[config.mk]
export PLATFORM = sky130hd
export DESIGN_NAME = leif_top
export DESIGN_NICKNAME = d
export VERILOG_FILES = /design/src/common/leif_pkg.sv /design/src/common/leif_evt_if.sv /design/src/design/leif_top.sv /design/src/design/leif_flag_bank.sv /design/src/design/leif_cycle_timer.sv
export VERILOG_INCLUDE_DIRS = /design/src /design/src/common
export SDC_FILE = /design/constraint.sdc
export NUM_CORES = 1
export LEC_CHECK = 0
export BUFFER_PORTS_ARGS = -buffer_cell sky130_fd_sc_hd__buf_2
export CAP_MARGIN = 10
export CORE_MARGIN = 2
export CORE_UTILIZATION = 50
export CTS_CLUSTER_SIZE = 20
export DETAILED_ROUTE_END_ITERATION = 10
export GPL_TIMING_DRIVEN = 0
export PLACE_DENSITY = 0.86
export SLEW_MARGIN = 20
export SYNTH_ARGS = -nofsm -noshare
export SYNTH_HDL_FRONTEND = slang
export SYNTH_SLANG_ARGS = --single-unit
[constraint.sdc]
create_clock -name clk -period 2.05 [get_ports clk]
set_input_delay 0.1025 -clock clk [delete_from_list [all_inputs] [get_ports clk]]
set_output_delay 0.1025 -clock clk [all_outputs]
set_load 0.01 [all_outputs]
[src/common/leif_cfg.svh]
// Register offsets, bit positions and timing counts of the link error flags
`ifndef LEIF_CFG_SVH
`define LEIF_CFG_SVH

// Register byte offsets
`define LEIF_OFS_STATUS   12'h000
`define LEIF_OFS_MASK     12'h004
`define LEIF_OFS_CONTROL  12'h008
`define LEIF_OFS_STATE    12'h00C

// Flag bit positions, shared by status and mask
`define LEIF_BIT_ATBAD    0
`define LEIF_BIT_BUSY     1
`define LEIF_BIT_HDR      2
`define LEIF_BIT_TCODE    3
`define LEIF_BIT_CYTMO    4
`define LEIF_NFLAGS       5

// Control bit positions
`define LEIF_BIT_ASYNC_FIFO_CLEAR_BIT  0
`define LEIF_BIT_CLR_GRF  1

// Reset values
`define LEIF_RST_MASK     5'h00

// Cycle timeout: 125 us at 50 ns per clock, longest time rounds down
`define LEIF_CYCLE_US     125
`define LEIF_CLK_NS       50
`define LEIF_CYCLE_CNT    ((`LEIF_CYCLE_US * 1000) / `LEIF_CLK_NS)

`endif

[src/common/leif_pkg.sv]
// Types shared by the link error flag block
package leif_pkg;
	// Asynchronous transmitter state
	typedef enum logic [1:0] {
		LEIF_TX_IDLE,
		LEIF_TX_PACKET,
		LEIF_TX_BADFMT
	} leif_tx_state_t;

	// Receive decision for one incoming header
	typedef enum logic [1:0] {
		LEIF_RX_ACCEPT,
		LEIF_RX_BUSY,
		LEIF_RX_DISCARD
	} leif_rx_verdict_t;
endpackage : leif_pkg

[src/common/leif_evt_if.sv]
// Event carrier between the flag bank and its users
`timescale 1ns/1ns
interface leif_evt_if #(parameter int N = 5);
	logic [N-1:0] set;   // One-cycle event pulses
	logic [N-1:0] clr;   // Write-one-to-clear pulses
	logic [N-1:0] flags; // Sticky flag levels
	modport src  (output set, output clr, input flags);
	modport bank (input set, input clr, output flags);
endinterface : leif_evt_if

[src/design/leif_top.sv]
// Link error flags, async transmit guard and APB register slave
//
// Added by the designer: the register addresses and the APB slave port.
`timescale 1ns/1ns
`include "leif_cfg.svh"

// How it works
// - Bad first-word port enters bad-format state
// - Async FIFO underflow while a packet is open also enters bad-format
// - Bad-format blocks async until FIFO clear
// - Isochronous sending unaffected by bad-format
// - General receive FIFO overflow sets busy flag
// - After overflow, addressed packets get busy
// - Header CRC error sets flag, discards packet
// - Invalid transaction code sets its flag
// - Cycle beyond 125 us sets timeout flag
module leif_top #(
	parameter int CYCLE_CNT = `LEIF_CYCLE_CNT
) (
	// Clock and reset
	input  wire logic        clk,
	input  wire logic        resetn,
	// APB slave
	input  wire logic        psel,
	input  wire logic        penable,
	input  wire logic        pwrite,
	input  wire logic [11:0] paddr,
	input  wire logic [31:0] pwdata,
	output logic [31:0]      prdata,
	output logic             pready,
	output logic             pslverr,
	// Async transmit FIFO write side
	input  wire logic        atf_write,
	input  wire logic        async_fifo_first_word_port_port,
	input  wire logic        atf_underflow,
	input  wire logic        atf_pkt_start,
	input  wire logic        atf_pkt_end,
	input  wire logic        tcode_valid,
	input  wire logic        tcode_invalid,
	output logic             async_tx_enable,
	output logic             atf_clear,
	// Isochronous transmit
	input  wire logic        iso_tx_req,
	output logic             iso_tx_enable,
	input  wire logic        cycle_start,
	input  wire logic        cycle_active,
	// Receiver
	input  wire logic        grf_overflow,
	input  wire logic        rx_hdr_done,
	input  wire logic        rx_addr_match,
	input  wire logic        rx_hdr_crc_bad,
	output logic             rx_send_busy,
	output logic             rx_discard,
	output logic             grf_clear,
	// Interrupt
	output logic             irq
);
	import leif_pkg::*;

	localparam int NF = `LEIF_NFLAGS;

	logic                 rst_s1_ff;   // Reset sync stage one
	logic                 rst_n;       // Synchronised reset
	leif_evt_if #(.N(NF)) ev ();       // Flag events
	leif_tx_state_t       tx_ff;       // Async transmitter state
	leif_tx_state_t       nxt_tx;
	logic [NF-1:0]        mask_ff;     // Interrupt mask
	logic [NF-1:0]        nxt_mask;
	logic                 ovf_ff;      // Receive FIFO overflowed
	logic                 nxt_ovf;
	logic [31:0]          prdata_ff;   // Read data
	logic [31:0]          nxt_prdata;
	logic                 async_fifo_clear_bit_ff;  // Clear pulses to FIFOs
	logic                 nxt_async_fifo_clear_bit;
	logic                 clr_grf_ff;
	logic                 nxt_clr_grf;
	logic                 busy_ff;     // Receive verdict outputs
	logic                 nxt_busy;
	logic                 disc_ff;
	logic                 nxt_disc;
	logic                 wr_acc;      // APB write strobe
	logic                 rd_acc;      // APB read capture, setup cycle
	logic                 bad_addr;    // Unmapped address
	logic                 timeout;     // Cycle overrun pulse
	leif_rx_verdict_t     verdict;     // Current receive choice

	// Reset released through two flops; asserts at once
	always_ff @(posedge clk or negedge resetn) begin
		if (!resetn) begin
			rst_s1_ff <= 1'b0;
			rst_n     <= 1'b0;
		end else begin
			rst_s1_ff <= 1'b1;
			rst_n     <= rst_s1_ff;
		end
	end

	// APB decode; answers with no wait states
	assign wr_acc   = psel && penable && pwrite;
	// Reads capture in the setup cycle so data stands at the access edge
	assign rd_acc   = psel && !penable && !pwrite;
	assign pready   = 1'b1;
	assign bad_addr = !(paddr == `LEIF_OFS_STATUS ||
	                    paddr == `LEIF_OFS_MASK ||
	                    paddr == `LEIF_OFS_CONTROL ||
	                    paddr == `LEIF_OFS_STATE);
	assign pslverr  = psel && penable && bad_addr;
	assign prdata   = prdata_ff;

	// Sticky flag storage
	leif_flag_bank u_flags (
		.clk   (clk),
		.rst_n (rst_n),
		.ev    (ev.bank)
	);

	// Cycle length watchdog
	leif_cycle_timer #(.LIMIT(CYCLE_CNT)) u_cyc (
		.clk          (clk),
		.rst_n        (rst_n),
		.cycle_start  (cycle_start),
		.cycle_active (cycle_active),
		.overrun      (timeout)
	);

	// Receive verdict; CRC failure outranks busy
	always_comb begin
		verdict = LEIF_RX_ACCEPT;
		if (rx_hdr_done && rx_hdr_crc_bad) begin
			verdict = LEIF_RX_DISCARD;
		end else if (rx_hdr_done && rx_addr_match && ovf_ff) begin
			verdict = LEIF_RX_BUSY;
		end
	end

	// Event pulses into the sticky bank
	always_comb begin
		ev.set = '0;
		ev.set[`LEIF_BIT_ATBAD] = (atf_write && atf_pkt_start &&
		                           !async_fifo_first_word_port_port) ||
		                          (atf_underflow && tx_ff == LEIF_TX_PACKET);
		ev.set[`LEIF_BIT_BUSY]  = grf_overflow;
		ev.set[`LEIF_BIT_HDR]   = rx_hdr_done && rx_hdr_crc_bad;
		ev.set[`LEIF_BIT_TCODE] = tcode_valid && tcode_invalid;
		ev.set[`LEIF_BIT_CYTMO] = timeout;
		ev.clr = '0;
		if (wr_acc && paddr == `LEIF_OFS_STATUS) begin
			ev.clr = pwdata[NF-1:0];
		end
	end

	// Async transmitter state and register next values
	always_comb begin
		nxt_tx      = tx_ff;
		nxt_mask    = mask_ff;
		nxt_ovf     = ovf_ff || grf_overflow;
		nxt_async_fifo_clear_bit = 1'b0;
		nxt_clr_grf = 1'b0;
		nxt_busy    = (verdict == LEIF_RX_BUSY);
		nxt_disc    = (verdict == LEIF_RX_DISCARD);
		nxt_prdata  = prdata_ff;
		case (tx_ff)
			LEIF_TX_IDLE: begin
				if (atf_write && atf_pkt_start) begin
					nxt_tx = async_fifo_first_word_port_port ? LEIF_TX_PACKET
					                        : LEIF_TX_BADFMT;
				end
			end
			LEIF_TX_PACKET: begin
				if (atf_underflow || (atf_write && atf_pkt_start &&
				                      !async_fifo_first_word_port_port)) begin
					nxt_tx = LEIF_TX_BADFMT;
				end else if (atf_pkt_end) begin
					nxt_tx = LEIF_TX_IDLE;
				end
			end
			LEIF_TX_BADFMT: begin
				// Only the FIFO clear brings it back
				nxt_tx = LEIF_TX_BADFMT;
			end
			default: begin
				nxt_tx = LEIF_TX_IDLE;
			end
		endcase
		// Register writes
		if (wr_acc && paddr == `LEIF_OFS_MASK) begin
			nxt_mask = pwdata[NF-1:0];
		end
		if (wr_acc && paddr == `LEIF_OFS_CONTROL) begin
			if (pwdata[`LEIF_BIT_ASYNC_FIFO_CLEAR_BIT]) begin
				nxt_async_fifo_clear_bit = 1'b1;
				nxt_tx      = LEIF_TX_IDLE;
			end
			// Receive FIFO clear also ends overflow busy
			if (pwdata[`LEIF_BIT_CLR_GRF]) begin
				nxt_clr_grf = 1'b1;
				nxt_ovf     = grf_overflow;
			end
		end
		// Register reads, unmapped reads give zero
		if (rd_acc) begin
			case (paddr)
				`LEIF_OFS_STATUS:  nxt_prdata = {{(32-NF){1'b0}}, ev.flags};
				`LEIF_OFS_MASK:    nxt_prdata = {{(32-NF){1'b0}}, mask_ff};
				`LEIF_OFS_CONTROL: nxt_prdata = 32'h00000000;
				`LEIF_OFS_STATE: begin
					nxt_prdata = {29'h00000000, ovf_ff,
					              tx_ff == LEIF_TX_BADFMT,
					              tx_ff == LEIF_TX_PACKET};
				end
				default:           nxt_prdata = 32'h00000000;
			endcase
		end
	end

	// Register all state
	always_ff @(posedge clk or negedge rst_n) begin
		if (!rst_n) begin
			tx_ff      <= LEIF_TX_IDLE;
			mask_ff    <= `LEIF_RST_MASK;
			ovf_ff     <= 1'b0;
			async_fifo_clear_bit_ff <= 1'b0;
			clr_grf_ff <= 1'b0;
			busy_ff    <= 1'b0;
			disc_ff    <= 1'b0;
			prdata_ff  <= 32'h00000000;
			irq        <= 1'b0;
		end else begin
			tx_ff      <= nxt_tx;
			mask_ff    <= nxt_mask;
			ovf_ff     <= nxt_ovf;
			async_fifo_clear_bit_ff <= nxt_async_fifo_clear_bit;
			clr_grf_ff <= nxt_clr_grf;
			busy_ff    <= nxt_busy;
			disc_ff    <= nxt_disc;
			prdata_ff  <= nxt_prdata;
			irq        <= |(ev.flags & mask_ff);
		end
	end

	assign async_tx_enable = (tx_ff != LEIF_TX_BADFMT) && !async_fifo_clear_bit_ff;
	assign iso_tx_enable   = iso_tx_req;
	assign atf_clear       = async_fifo_clear_bit_ff;
	assign grf_clear       = clr_grf_ff;
	assign rx_send_busy    = busy_ff;
	assign rx_discard      = disc_ff;
endmodule : leif_top

[src/design/leif_flag_bank.sv]
// Sticky flag bank, set wins over clear
`timescale 1ns/1ns
module leif_flag_bank (
	// Clock and reset
	input wire logic clk,
	input wire logic rst_n,
	// Events
	leif_evt_if.bank ev
);
	logic [$bits(ev.flags)-1:0] flags_ff;     // Held flags
	logic [$bits(ev.flags)-1:0] nxt_flags;    // Next flags

	// Set beats a clear in the same cycle so no event is lost
	always_comb begin
		nxt_flags = (flags_ff & ~ev.clr) | ev.set;
	end

	// Register the flags
	always_ff @(posedge clk or negedge rst_n) begin
		if (!rst_n) begin
			flags_ff <= '0;
		end else begin
			flags_ff <= nxt_flags;
		end
	end

	assign ev.flags = flags_ff;
endmodule : leif_flag_bank

[src/design/leif_cycle_timer.sv]
// Isochronous cycle length watchdog
`timescale 1ns/1ns
`include "leif_cfg.svh"
module leif_cycle_timer #(
	parameter int LIMIT = `LEIF_CYCLE_CNT
) (
	// Clock and reset
	input wire logic clk,
	input wire logic rst_n,
	// Cycle activity
	input wire logic cycle_start,
	input wire logic cycle_active,
	// One-cycle overrun pulse
	output logic     overrun
);
	logic [$clog2(LIMIT+1)-1:0] cnt_ff;   // Cycles since start
	logic [$clog2(LIMIT+1)-1:0] nxt_cnt;  // Next count
	logic                       fired_ff; // Already reported
	logic                       nxt_fired;
	logic                       hit;      // Limit just passed

	// Count while active; saturate so one cycle reports once
	always_comb begin
		nxt_cnt   = cnt_ff;
		nxt_fired = fired_ff;
		hit       = 1'b0;
		if (cycle_start) begin
			nxt_cnt   = '0;
			nxt_fired = 1'b0;
		end else if (cycle_active) begin
			if (cnt_ff < ($clog2(LIMIT+1))'(LIMIT)) begin
				nxt_cnt = cnt_ff + 1'b1;
			end else if (!fired_ff) begin
				// Lasted longer than the limit
				hit       = 1'b1;
				nxt_fired = 1'b1;
			end
		end else begin
			nxt_cnt = '0;
		end
	end

	// Register count and latch
	always_ff @(posedge clk or negedge rst_n) begin
		if (!rst_n) begin
			cnt_ff   <= '0;
			fired_ff <= 1'b0;
			overrun  <= 1'b0;
		end else begin
			cnt_ff   <= nxt_cnt;
			fired_ff <= nxt_fired;
			overrun  <= hit;
		end
	end
endmodule : leif_cycle_timer

After elaboration in Yosys (flattened, before gate mapping):

Index checks and enable logic that the tools add are counted.
W data, S select, Z words.

* register bits: 66
* bits of input ports: 63
* output and inout bits: 41
* word-level logic and storage cells: 90

* add/sub/neg operators: 1
* magnitude comparators: 1
* eq/ne operators: 10
* muxes and demuxes: 27
* bitwise operators: 4
* reduce and logical (&&, ||, !) cells: 32

Operators with widths (number)
* $mux W12: 3
* $eq A12 B4 Y1 const B: 2
* $logic_and A1 B1 Y1: 16
* $pmux W5 S3: 1
* $mux W1: 14
* $mux W2: 7
* $add A12 B1 Y12 const B: 1
* $eq A12 B3 Y1 const B: 1
* $logic_not A12 Y1: 1
* $lt A12 B12 Y1 const B: 1
* $and A5 B5 Y5: 2
* $logic_or A1 B1 Y1: 6
* $pmux W2 S3: 1
* $logic_not A1 Y1: 5
* $mux W5: 1
* $not A5 Y5: 1
* $or A5 B5 Y5: 1
* $reduce_or A5 Y1: 1
* $eq A2 B1 Y1 const B: 2
* $eq A2 B2 Y1 const B: 2
* $ne A2 B2 Y1 const B: 2
* $ne A3 B2 Y1 const B: 1
* $logic_not A2 Y1: 1
* $reduce_and A2 Y1: 1
* $reduce_bool A2 Y1: 1

Depth between registers and ports, before layout:

Gate-level depths: netlist of run 1.

* word-level depth: 7
* mapped depth: 6
* gate-level depth less buffers: 5

Cells and area by module:

From an unflattened synthesis of run 1, not the netlist that was laid out.

* cells, all modules: 225
* area, all modules: 2177.1 um^2

By module, submodules not included
* leif_top: instances 1, cells an instance 129, area an instance 1234.9 um^2, seq. area each 500.5 um^2
* leif_cycle_timer: instances 1, cells an instance 81, area an instance 760.7 um^2, seq. area each 350.3 um^2
* leif_flag_bank: instances 1, cells an instance 15, area an instance 181.4 um^2, seq. area each 125.1 um^2

Worst setup path before layout of run 1:

No wires, ideal clock.

* kind: flip-flop to flip-flop
* start point: reg u_cyc.cnt_ff[6]
* end point: reg u_cyc.cnt_ff[8]
* library setup time: 120 ps
* arrival time: 1517 ps
* data required time: 1930 ps
* setup slack: 413 ps
* cell stages (with the launch flop): 6
* buffers on the path: 1
* period minus slack after synthesis: 1637 ps
* cells stage by stage: dfrtp_1 > buf_6 > a311o_4 > a211oi_4 > a31oi_1 > a41o_1

* word-level cells in the longest chain between the ends: 4
* elaborated cells between the ends (all ways): 6
* classes of those cells: 1 x add/sub; 1 x order compare; 1 x eq/ne; 3 x mux

Ends and longest elaborated chain
* from (decl): RTL line leif_cycle_timer.sv:16 `logic [$clog2(LIMIT+1)-1:0] cnt_ff;`
* from (signal assigned): RTL line leif_cycle_timer.sv:50 `cnt_ff <= nxt_cnt;`
* $add A12 B1 Y12: RTL line leif_cycle_timer.sv:32 `nxt_cnt = cnt_ff + 1'b1;`
* $mux W12: RTL line leif_cycle_timer.sv:31 `if (cnt_ff < ($clog2(LIMIT+1))'(LIMIT)) begin`
* $mux W12: RTL line leif_cycle_timer.sv:30 `end else if (cycle_active) begin`
* $mux W12: RTL line leif_cycle_timer.sv:27 `if (cycle_start) begin`

Parallel ways exist; a longest one is shown, timed or not. The select of a mux whose other input is x is not followed.
A chain may end at the register's enable or synchronous reset.

Final worst setup path of run 1:

* start point: reg u_cyc.cnt_ff[4]
* end point: reg u_cyc.cnt_ff[3]

* word-level cells in the longest chain between the ends: 2

Ends and longest elaborated chain (RTL line)
* $lt A12 B12 Y1: leif_cycle_timer.sv:31
* $ne A3 B2 Y1 (no line)

No other way between the ends.

==> metrics.cfg, run 1 <==
[drt]
drc=0
wire_per_inst_um=12.3
wirelength_mm=4.31
drt-vias-per-instance=5.04
drtIter0Drc=106
vias=1765
drt-pass1-iter-count=4
ant_nets=0

[yosys]
yosys-top-cells-area=dfrtp_1 46%, buf_4 11%, nor2_1 3.9%, nand2_1 3.2%, mux2_2 2.6%
synth_edf_count=0
async_reset_ff_share_pct=100
syn_inst=216
yosysTopAreaCellShare_pct=45.7
netlist_top_cells_count=39 x dfrtp_1, 31 x buf_4, 22 x nor2_1, 18 x nand2_1, 8 x inv_1
ys_seq_elements=39
ys_seq_area_share_pct=45.7
synth_top_flop_cell=dfrtp_1
synth.most_common_cell=dfrtp_1
ys_types=49
netlist_area_um2=2130
ys_warn_count=0
synth_top_cell_by_area=dfrtp_1
avgSynthCellArea_um2=9.88

[setup_path]
path_max_fanout=5
cpMaxStageDelayCell=a2111o_1
cp-startpoint=u_cyc.cnt_ff[4]
required_ns=2.26
cp-endpoint=u_cyc.cnt_ff[3]
arrival_ns=2.00
worstReg2RegStart=u_cyc.cnt_ff[4]
crit-reg2reg-capture=u_cyc.cnt_ff[3]
ff2ff_path_depth=4
reg2reg_slack_ns=0.26
max_stage_delay_ns=0.47
setup.worst_path.end_class=flop
crit_top_cell=o21ai_0
cp_cell_sequence=nor4_1 > o21ai_0 > a2111o_1 > o21ai_0
start_kind=flop
critPathKind=flop to flop

[power]
clkPwrFrac_pct=32.8
p_sw_mw=0.431
p_comb_share_pct=15.5
power_density_nw_per_um2=593
max-vdd-ir-drop_mv=0.445
p_total_mw=1.57
switching_share_pct=27.4
internal_power_mw=1.14
seqPwrFrac_pct=51.7
p_leak_nw=1.40

[sta]
setup_viol=0
holdWs_ns=0.00546
rsz0062_at_grt=false
hold_viol_final=0
tns_ns=0
relSlewSlack_pct=64.6
maxSlewViolCount=0
fin_crit_sh_pct=87.4
finClkSkew_ns=0.00677
worst_pin_slew_ns=0.531
final.min_clock_period_ns=1.79
max_freq_mhz=558

[final_layout]
post-route-util_pct=65.3
syn_to_final_growth_pct=24.2
multi_input_area_um2=951
drive_gt1_share_pct=33.0
fillCellCount=337
final_nets=363
n_antenna_cell=0
seqCellArea_um2=977

[global_routing]
track_usage_pct=18.7
first_global_vias=1739
grt_antenna_before_repair=0
grt_pass1_wl_mm=7.34
grt.overflow.total=0
grt_start_max_net_pins=32

[die]
die-area_um2=4810
initial_core_util_pct=52.6
num_rows=23
fp.dieH_um=69.3
coreArea_um2=4060
die_w_um=69.3
num_io_pins=104

[placement]
dp_hpwl_mm=3.34
place.gp.congestion=0.873
io_buffers=47

[clock_tree]
cts_buffer_depth=2
clock_latency_ns=0.30
cts_root_buf=clkbuf_8
clkTransAtPathRegs_ns=0.08
ctsHoldBuffers=1
h-tree-depth=2
post_cts_resized=0
clock_sinks=39
postCtsSetupRepairBufs=0
cts_buffers=5
tritoncts=yes

[hold_path]
hold_path.class=input pin to flop
hp-start=pwdata[2]
whs_path_depth=2

[job]
cap_violations=0

[outcome]
status=completed

[stage by stage]
step	cell area, um^2	worst slack, ns	cells
2_1_floorplan	2230	0.413	243
3_3_place_gp	2530	0.345	340
3_5_place_dp	2550	0.304	341
4_1_cts	2650	0.276	350
5_1_grt	2650	0.114	350
6_report	2650	0.258	350
[registers in the layout (all words and copies together) (netlist names)]
register and cells:
rst_s1_ff 1, u_cyc.overrun 1, atf_clear 1, u_cyc.fired_ff 1, grf_clear 1, ovf_ff 1
tx_ff 2, rst_n 1, mask_ff 5, rx_send_busy 1, irq 1, rx_discard 1
prdata 5, u_cyc.cnt_ff 12, u_flags.ev.flags 5
[cells in the final DEF (no fill, tap or decap), drive strengths merged, types with 2 or more instances in the layout]
cell type,netlist,layout
buf,33,81
dfrtp,39,39
conb,2,29
nor2,22,22
nand2,18,18
clkbuf,5,11
inv,8,8
a21oi,7,7
a31oi,7,7
o21ai,5,5
nand3,5,5
mux2i,5,5
mux2,5,5
nor4,4,4
and3,4,4
a41oi,4,4
nor3,4,4
xnor2,4,4
nor2b,3,3
o31ai,3,3
a41o,3,3
o41ai,2,2
a211oi,2,2
[routing by layer]
layer	vias to the layer above	track usage (%)	wire length, um
met5	-	0	0
met4	0	8.28	76
met3	10	4.36	325
met2	69	33.3	2200
met1	809	21.2	1710
li1	877	-	-
[power groups by stage]
| stage | clock network (mW) | registers [mW] | logic [mW] |
|---|---|---|---|
| 6_report | 0.515 | 0.812 | 0.244 |
| 5_1_grt | 0.561 | 0.816 | 0.273 |
| 4_1_cts | 0.528 | 0.812 | 0.244 |
| 3_5_place_dp | 0 | 0.827 | 0.241 |
| 3_3_place_gp | 0 | 0.836 | 0.220 |
| 2_1_floorplan | 0 | 0.831 | 0.154 |
[cell type report]
cell class	instances	area share [%]
Buffer	38	10.5
Clock buffer	6	2.74
Clock inverter	2	0.472
Inverter	8	1.13
Multi-Input combinational cell	158	35.9
Sequential cell	39	36.9
Tap cell	50	2.36
Timing Repair Buffer	49	10.0
[how the worst min path moves through the flow]
stage,to
2_1_floorplan,rst_n
3_3_place_gp,rst_s1_ff
3_5_place_dp,rst_s1_ff
4_1_cts,u_flags.ev.flags[2]
5_1_grt,u_flags.ev.flags[2]
6_report,u_flags.ev.flags[2]
[critical path: cells and delay by family (launching register included)]
family / cells / cell delay (ns)
DFF: 1 / 0.42
AOI/OAI and AO/OA: 3 / 0.84
and+or+nand+nor: 1 / 0.45
[cells by family after synthesis]
family,Yosys count,share of synthesized area [%]
AND/OR/NAND/NOR,71,16.6
adder cells (fa/ha/maj),1,0.586
multiplexers,10,4.99
XOR/XNOR,5,2.05
flip-flops,39,45.7
AO/OA/AOI/OAI,42,15.2
other,2,0.352
buffers and inverters,46,14.4
Power figures use the tool's default switching activity.
==> inputs of run 2 (changes only) <==
--- a/config.mk
+++ b/config.mk
@@ -10,6 +10,7 @@
 export CAP_MARGIN = 10
 export CORE_MARGIN = 2
 export CORE_UTILIZATION = 50
+export CTS_BUF_LIST = sky130_fd_sc_hd__clkbuf_2
 export CTS_CLUSTER_SIZE = 20
 export DETAILED_ROUTE_END_ITERATION = 10
 export GPL_TIMING_DRIVEN = 0
==> run 2 against run 1 <==
  * Clock power is 32% lower
  * Critical path depth rose by 4
  * Non-clock buffer count grew 18
  * Hold slack better by 0.0093 ns
  * Final cell count increased by 5.1%
  * Power down 8.0%
  * Count of clock-buffer cells in the layout unchanged
  * Clock skew rose by 0.0049 ns
  * Routed wire length grew 6.6%
  * Critical path type is now input pin to flop
  * Largest power group unchanged
  * Highest routed layer unchanged
==> metrics.cfg, run 2 (synthesized netlist as in run 1, its figures left out) <==
[job]
cap_violations=0  ; unchanged

[setup_path]
setup.worst_path.end_class=flop
cp_num_buf_inv=5  ; +5
required_ns=2.41  ; +0.15 ns
crit_family=buffers and inverters
cpMaxStageDelayCell=dlygate4sd3_1
reg2reg_slack_ns=0.21  ; -0.05 ns
arrival_ns=2.26  ; +0.26 ns
max_stage_delay_ns=0.57  ; +0.10 ns
cp_cell_sequence=dlygate4sd3_1 > buf_2 > nand2_1 > dlygate4sd3_1 > inv_1 > nor2_1 > a41oi_1 > dlygate4sd3_1
critPathKind=input pin to flop
path_max_fanout=2  ; -3
start_kind=input pin
crit_top_cell=dlygate4sd3_1

[placement]
io_buffers=47  ; unchanged
dpl_cell_area_um2=2550  ; unchanged
place.gp.congestion=0.873  ; unchanged
dp_hpwl_mm=3.34  ; unchanged
place_inst=341  ; unchanged

[drt]
drt-pass1-iter-count=4  ; unchanged
drc=0  ; unchanged
ant_nets=0  ; unchanged
vias=1852  ; +4.9%
drtIter0Drc=133  ; +25%
drt-vias-per-instance=5.03  ; -0.20%
wirelength_mm=4.59  ; +6.6%
wire_per_inst_um=12.5  ; +1.4%

[clock_tree]
cts_buffers=5  ; unchanged
clkTransAtPathRegs_ns=0.20  ; +0.12 ns
clock_latency_ns=0.40  ; +0.10 ns
cts_buffer_depth=2  ; unchanged
tritoncts=yes
cts_root_buf=clkbuf_2
clock_sinks=39  ; unchanged
h-tree-depth=2  ; unchanged
post_cts_resized=0  ; unchanged
postCtsSetupRepairBufs=0  ; unchanged

[outcome]
status=completed

[die]
num_io_pins=104  ; unchanged
fp.dieH_um=69.3  ; unchanged
initial_core_util_pct=52.6  ; unchanged
die_w_um=69.3  ; unchanged
die-area_um2=4810  ; unchanged
coreArea_um2=4060  ; unchanged
num_rows=23  ; unchanged

[sta]
rsz0062_at_grt=false
maxSlewViolCount=0  ; unchanged
setup_viol=0  ; unchanged
max_freq_mhz=525  ; -6.0%
tns_ns=0  ; unchanged
relSlewSlack_pct=63.8  ; -0.79 points
final.min_clock_period_ns=1.91  ; +0.115 ns
hold_viol_final=0  ; unchanged
finClkSkew_ns=0.0116  ; +0.00486 ns
fin_crit_sh_pct=93.0  ; +5.6 points
worst_pin_slew_ns=0.538  ; +0.00615 ns

[final_layout]
drive_gt1_share_pct=31.4  ; -1.6 points
post-route-util_pct=68.7  ; +3.4 points
syn_to_final_growth_pct=30.6
n_antenna_cell=0  ; unchanged
final_nets=381  ; +5.0%
stdcell_count=368  ; +5.1%
design_area_um2=2790  ; +5.2%
largest_register=u_cyc.cnt_ff
most-common-layout-cells=47 x buf_2, 38 x dfrtp_1, 31 x buf_4, 29 x conb_1, 22 x nor2_1
final_common_cell=buf_2
largest_register_ffs=12  ; unchanged

[global_routing]
grt_start_max_net_pins=32  ; unchanged
grt.overflow.total=0  ; unchanged
grt_pass1_wl_mm=7.73  ; +5.4%
grt_antenna_before_repair=0  ; unchanged
first_global_vias=1834  ; +5.5%
track_usage_pct=19.7  ; +0.99 points

[power]
power_density_nw_per_um2=519  ; -13%
max-vdd-ir-drop_mv=0.429  ; -3.6%
p_leak_nw=1.45  ; +4.0%

[hold_path]
hold_path.class=input pin to flop

run 2: cell types whose count changed in the layout (fill, tap and decap cells not counted):
cell / previous run / this run
clkbuf_1: 6 / 5
dlygate4sd3_1: 1 / 19
clkbuf_2: 0 / 6
clkbuf_8: 5 / 0
run 2: worst min-delay path: cells and delay by family:
kind / cells / cell delay, ns
compound gates: 1 / 0.11
buf+inv: 1 / 0.11
simple gates: 1 / 0.07
run 2: path summary, 6_finish.rpt:
check / startpoint / end / depth (start not counted)
worst min register to register: rst_n / u_cyc.cnt_ff[11] / 0
worst max-delay path: rx_hdr_crc_bad / u_flags.ev.flags[2] / 8
worst min-delay path: atf_underflow / u_flags.ev.flags[0] / 3
max in group asynchronous: resetn / rst_n / 3
worst max register to register: u_cyc.cnt_ff[5] / u_cyc.cnt_ff[3] / 4
min in group asynchronous: rst_n / u_cyc.cnt_ff[11] / 0
run 2: stage by stage:
stage	hold WS, ns	setup WS (ns)	power [mW]
CTS	0.00309	0.251	1.45
global placement	-0.110	0.345	1.06
detailed placement	-0.103	0.304	1.07
global route	0.00352	0.0440	1.52
floorplan	-0.193	0.413	0.985
finish	0.0147	0.144	1.44
run 2: repair_timing:
item	4_1_cts	5_1_grt
endpoints found under the hold margin	18	0
hold buffers	19	0
setup endpoints to repair	0	0
run 2: area by class of cell:
type	instances	area, um^2
Multi-Input combinational cell	158	951
Tap cell	50	62.6
Fill cell	323	1270
Timing Repair Buffer	67	445
Buffer	38	278
Sequential cell	39	977
Clock inverter	2	12.5
Inverter	8	30.0
Clock buffer	6	30.0
run 2: where the power goes:
part / switching [mW] / total (mW) / internal, mW
Sequential: 0.0214 / 0.814 / 0.792
Combinational: 0.141 / 0.282 / 0.141
Clock: 0.262 / 0.349 / 0.0869
Total: 0.425 / 1.44 / 1.02
run 2: per-layer routing:
layer	global-route usage, %	vias up	share of wire [%]
li1	-	917	-
met1	22.3	845	39
met2	35.0	75	51
met3	4.80	15	7.0
met4	8.71	0	2.9
met5	0	-	0
==> inputs of run 3 (changes only) <==
--- a/config.mk
+++ b/config.mk
@@ -9,12 +9,12 @@
 export BUFFER_PORTS_ARGS = -buffer_cell sky130_fd_sc_hd__buf_2
 export CAP_MARGIN = 10
 export CORE_MARGIN = 2
-export CORE_UTILIZATION = 50
+export CORE_UTILIZATION = 43
 export CTS_BUF_LIST = sky130_fd_sc_hd__clkbuf_2
 export CTS_CLUSTER_SIZE = 20
 export DETAILED_ROUTE_END_ITERATION = 10
 export GPL_TIMING_DRIVEN = 0
-export PLACE_DENSITY = 0.86
+export PLACE_DENSITY = 0.78
 export SLEW_MARGIN = 20
 export SYNTH_ARGS = -nofsm -noshare
 export SYNTH_HDL_FRONTEND = slang
==> constraint.sdc (replaced) <==
create_clock -name clk -period 1.7 [get_ports clk]
set_input_delay 0.085 -clock clk [delete_from_list [all_inputs] [get_ports clk]]
set_output_delay 0.085 -clock clk [all_outputs]
set_load 0.01 [all_outputs]
==> run 3 against run 2 <==
  * Critical path depth shrank 3
  * Setup slack got worse by 0.13 ns
  * Clock power rose by 110%
  * Design area up 5.1%
  * Via count fell by 0.76%
  * Sequential power grew 21%
  * Sequential share of layout area is 1.7 points lower
  * First-iteration DRC count down 25%
  * Final cell count increased by 6.3%
==> metrics.cfg, run 3 (synthesized netlist as in run 1, its figures left out) <==
[outcome]
status=completed

[global_routing]
first_global_vias=1778  ; -3.1%
grtUsageMet2_pct=33.2  ; -1.8 points
grt_util_met1_pct=19.9  ; -2.4 points
grt_antenna_before_repair=0  ; unchanged
grt_start_max_net_pins=28  ; -13%
grt-busiest-layer=met2
grt_pass1_wl_mm=7.58  ; -2.0%
track_usage_pct=17.7  ; -2.0 points
grt.overflow.total=0  ; unchanged
grtUsageMet3_pct=3.66  ; -1.1 points

[clock_tree]
tritoncts=yes
clock_latency_ns=0.40  ; about the same
cts_buffer_depth=2  ; unchanged
h-tree-depth=2  ; unchanged
clock_sinks=39  ; unchanged
clkTransAtPathRegs_ns=0.20  ; about the same
cts_root_buf=clkbuf_2
cts_buffers=5  ; unchanged

[die]
die_w_um=74.4  ; +7.4%
initial_core_util_pct=44.9  ; -7.7 points
num_rows=25  ; +8.7%
die-area_um2=5540  ; +15%
fp.dieH_um=74.4  ; +7.4%
num_io_pins=104  ; unchanged
coreArea_um2=4750  ; +17%

[final_layout]
final_nets=387  ; +1.6%
fillCellCount=415  ; +28%
stdcell_count=391  ; +6.3%
drive_gt1_share_pct=33.0  ; +1.6 points
seqCellArea_um2=978  ; +0.13%
largest_register_ffs=12  ; unchanged
n_antenna_cell=0  ; unchanged
largest_register=u_cyc.cnt_ff
most-common-layout-cells=47 x buf_2, 37 x dfrtp_1, 35 x buf_4, 29 x conb_1, 22 x nor2_1
final_common_cell=buf_2
multi_input_area_um2=973  ; +2.4%
syn_to_final_growth_pct=37.3

[placement]
place.gp.congestion=0.868  ; -0.62%
dp_hpwl_mm=3.29  ; -1.4%
place_inst=358  ; +5.0%
io_buffers=47  ; unchanged

[sta]
fin_crit_sh_pct=99.3
final.min_clock_period_ns=1.69
relSlewSlack_pct=64.3  ; +0.50 points
maxSlewViolCount=0  ; unchanged
max_freq_mhz=592
hold_viol_final=0  ; unchanged
rsz0062_at_grt=true
worst_pin_slew_ns=0.536  ; -0.00180 ns
setup_viol=0  ; unchanged
finClkSkew_ns=0.0177  ; +0.00610 ns

[power]
power_density_nw_per_um2=695  ; +34%
p_leak_nw=1.51  ; +4.2%
p_total_mw=2.04  ; +41%
max-vdd-ir-drop_mv=0.465  ; +8.3%

[hold_path]
hp-start=paddr[6]
hold_path.class=input pin to flop

[setup_path]
setup.worst_path.end_class=flop
arrival_ns=1.97  ; -0.29 ns
path_max_fanout=5  ; +3
critPathKind=flop to flop
worstReg2RegStart=u_cyc.cnt_ff[8]
start_kind=flop
cp-startpoint=u_cyc.cnt_ff[8]
required_ns=1.98  ; -0.43 ns

[drt]
ant_nets=0  ; unchanged
wirelength_mm=4.67  ; +1.6%
drc=0  ; unchanged
wire_per_inst_um=11.9  ; -4.4%
vias=1838  ; -0.76%
drt-vias-per-instance=4.70  ; -6.6%
drt-pass1-iter-count=4  ; unchanged
drtIter0Drc=100  ; -25%

[job]
cap_violations=0  ; unchanged

-- run 3: changes by cell type in the layout (fill, tap and decap cells not counted) --
cell           previous run  this run
dlygate4sd3_1            19        21
xnor2_2                   0         1
dfrtp_1                  38        37
clkinvlp_4                1         0
buf_4                    31        35
bufinv_16                 0         2
clkinv_2                  1         0
nor4_1                    4         3
o21ai_0                   5         4
xnor2_1                   4         3
dfrtp_2                   1         2
o21ai_1                   0         1
nor4_4                    0         1
-- run 3: final cells by class --
cell class	instances	area share, %
sequential	39	33.4
multi-input combinational	158	33.2
timing repair buffer	73	16.9
buffer	38	9.48
tap	67	2.86
clock inverter	2	2.05
clock buffer	6	1.03
inverter	8	1.03
-- run 3: critical path, stage by stage (launching register included) --
cell and delay (ns):
dfrtp_2 0.48, a311o_4 0.45, a211oi_4 0.32, buf_4 0.18, xnor2_2 0.10, nor2_1 0.05
-- run 3: final timing paths --
kind	end	slack, ns	cells after the start
max	u_cyc.cnt_ff[6]	0.01	5
min	prdata[4]	0.03	4
max reg2reg	u_cyc.cnt_ff[6]	0.01	5
min reg2reg	u_flags.ev.flags[3]	0.13	0
max in group asynchronous	rst_n	1.05	3
min in group asynchronous	u_flags.ev.flags[3]	0.13	0
-- run 3: through the flow --
step | setup WS, ns | hold slack (ns) | setup TNS [ns] | cell area (um^2) | utilization (%)
6_report | 0.0122 | 0.0293 | 0 | 2930 | 61.6
5_1_grt | -0.0544 | 0.0469 | -0.127 | 2930 | 61.6
4_1_cts | 0.0146 | 0.00398 | 0 | 2900 | 60.9
3_5_place_dp | -0.0522 | -0.128 | -0.123 | 2570 | 54.2
3_3_place_gp | -0.0170 | -0.129 | -0.0313 | 2550 | 53.7
2_1_floorplan | 0.0627 | -0.211 | 0 | 2230 | -
-- run 3: repair_timing --
action | CTS | global route
endpoints found under the hold margin | 19 | 0
endpoints found under the setup margin | 3 | 5
pin swaps | 2 | 3
resized for setup | 1 | 4
buffers inserted | 2 | 2
hold buffers | 21 | 0
-- run 3: layer usage --
layer	vias to the layer above	routed length (um)
met3	8	258
met4	0	63
li1	924	-
met2	55	2350
met5	-	0
met1	851	1990
-- run 3: report_power, final --
part	internal (mW)	switching (mW)	total, mW
registers	0.956	0.0267	0.982
clock network	0.403	0.314	0.717
logic	0.171	0.166	0.337
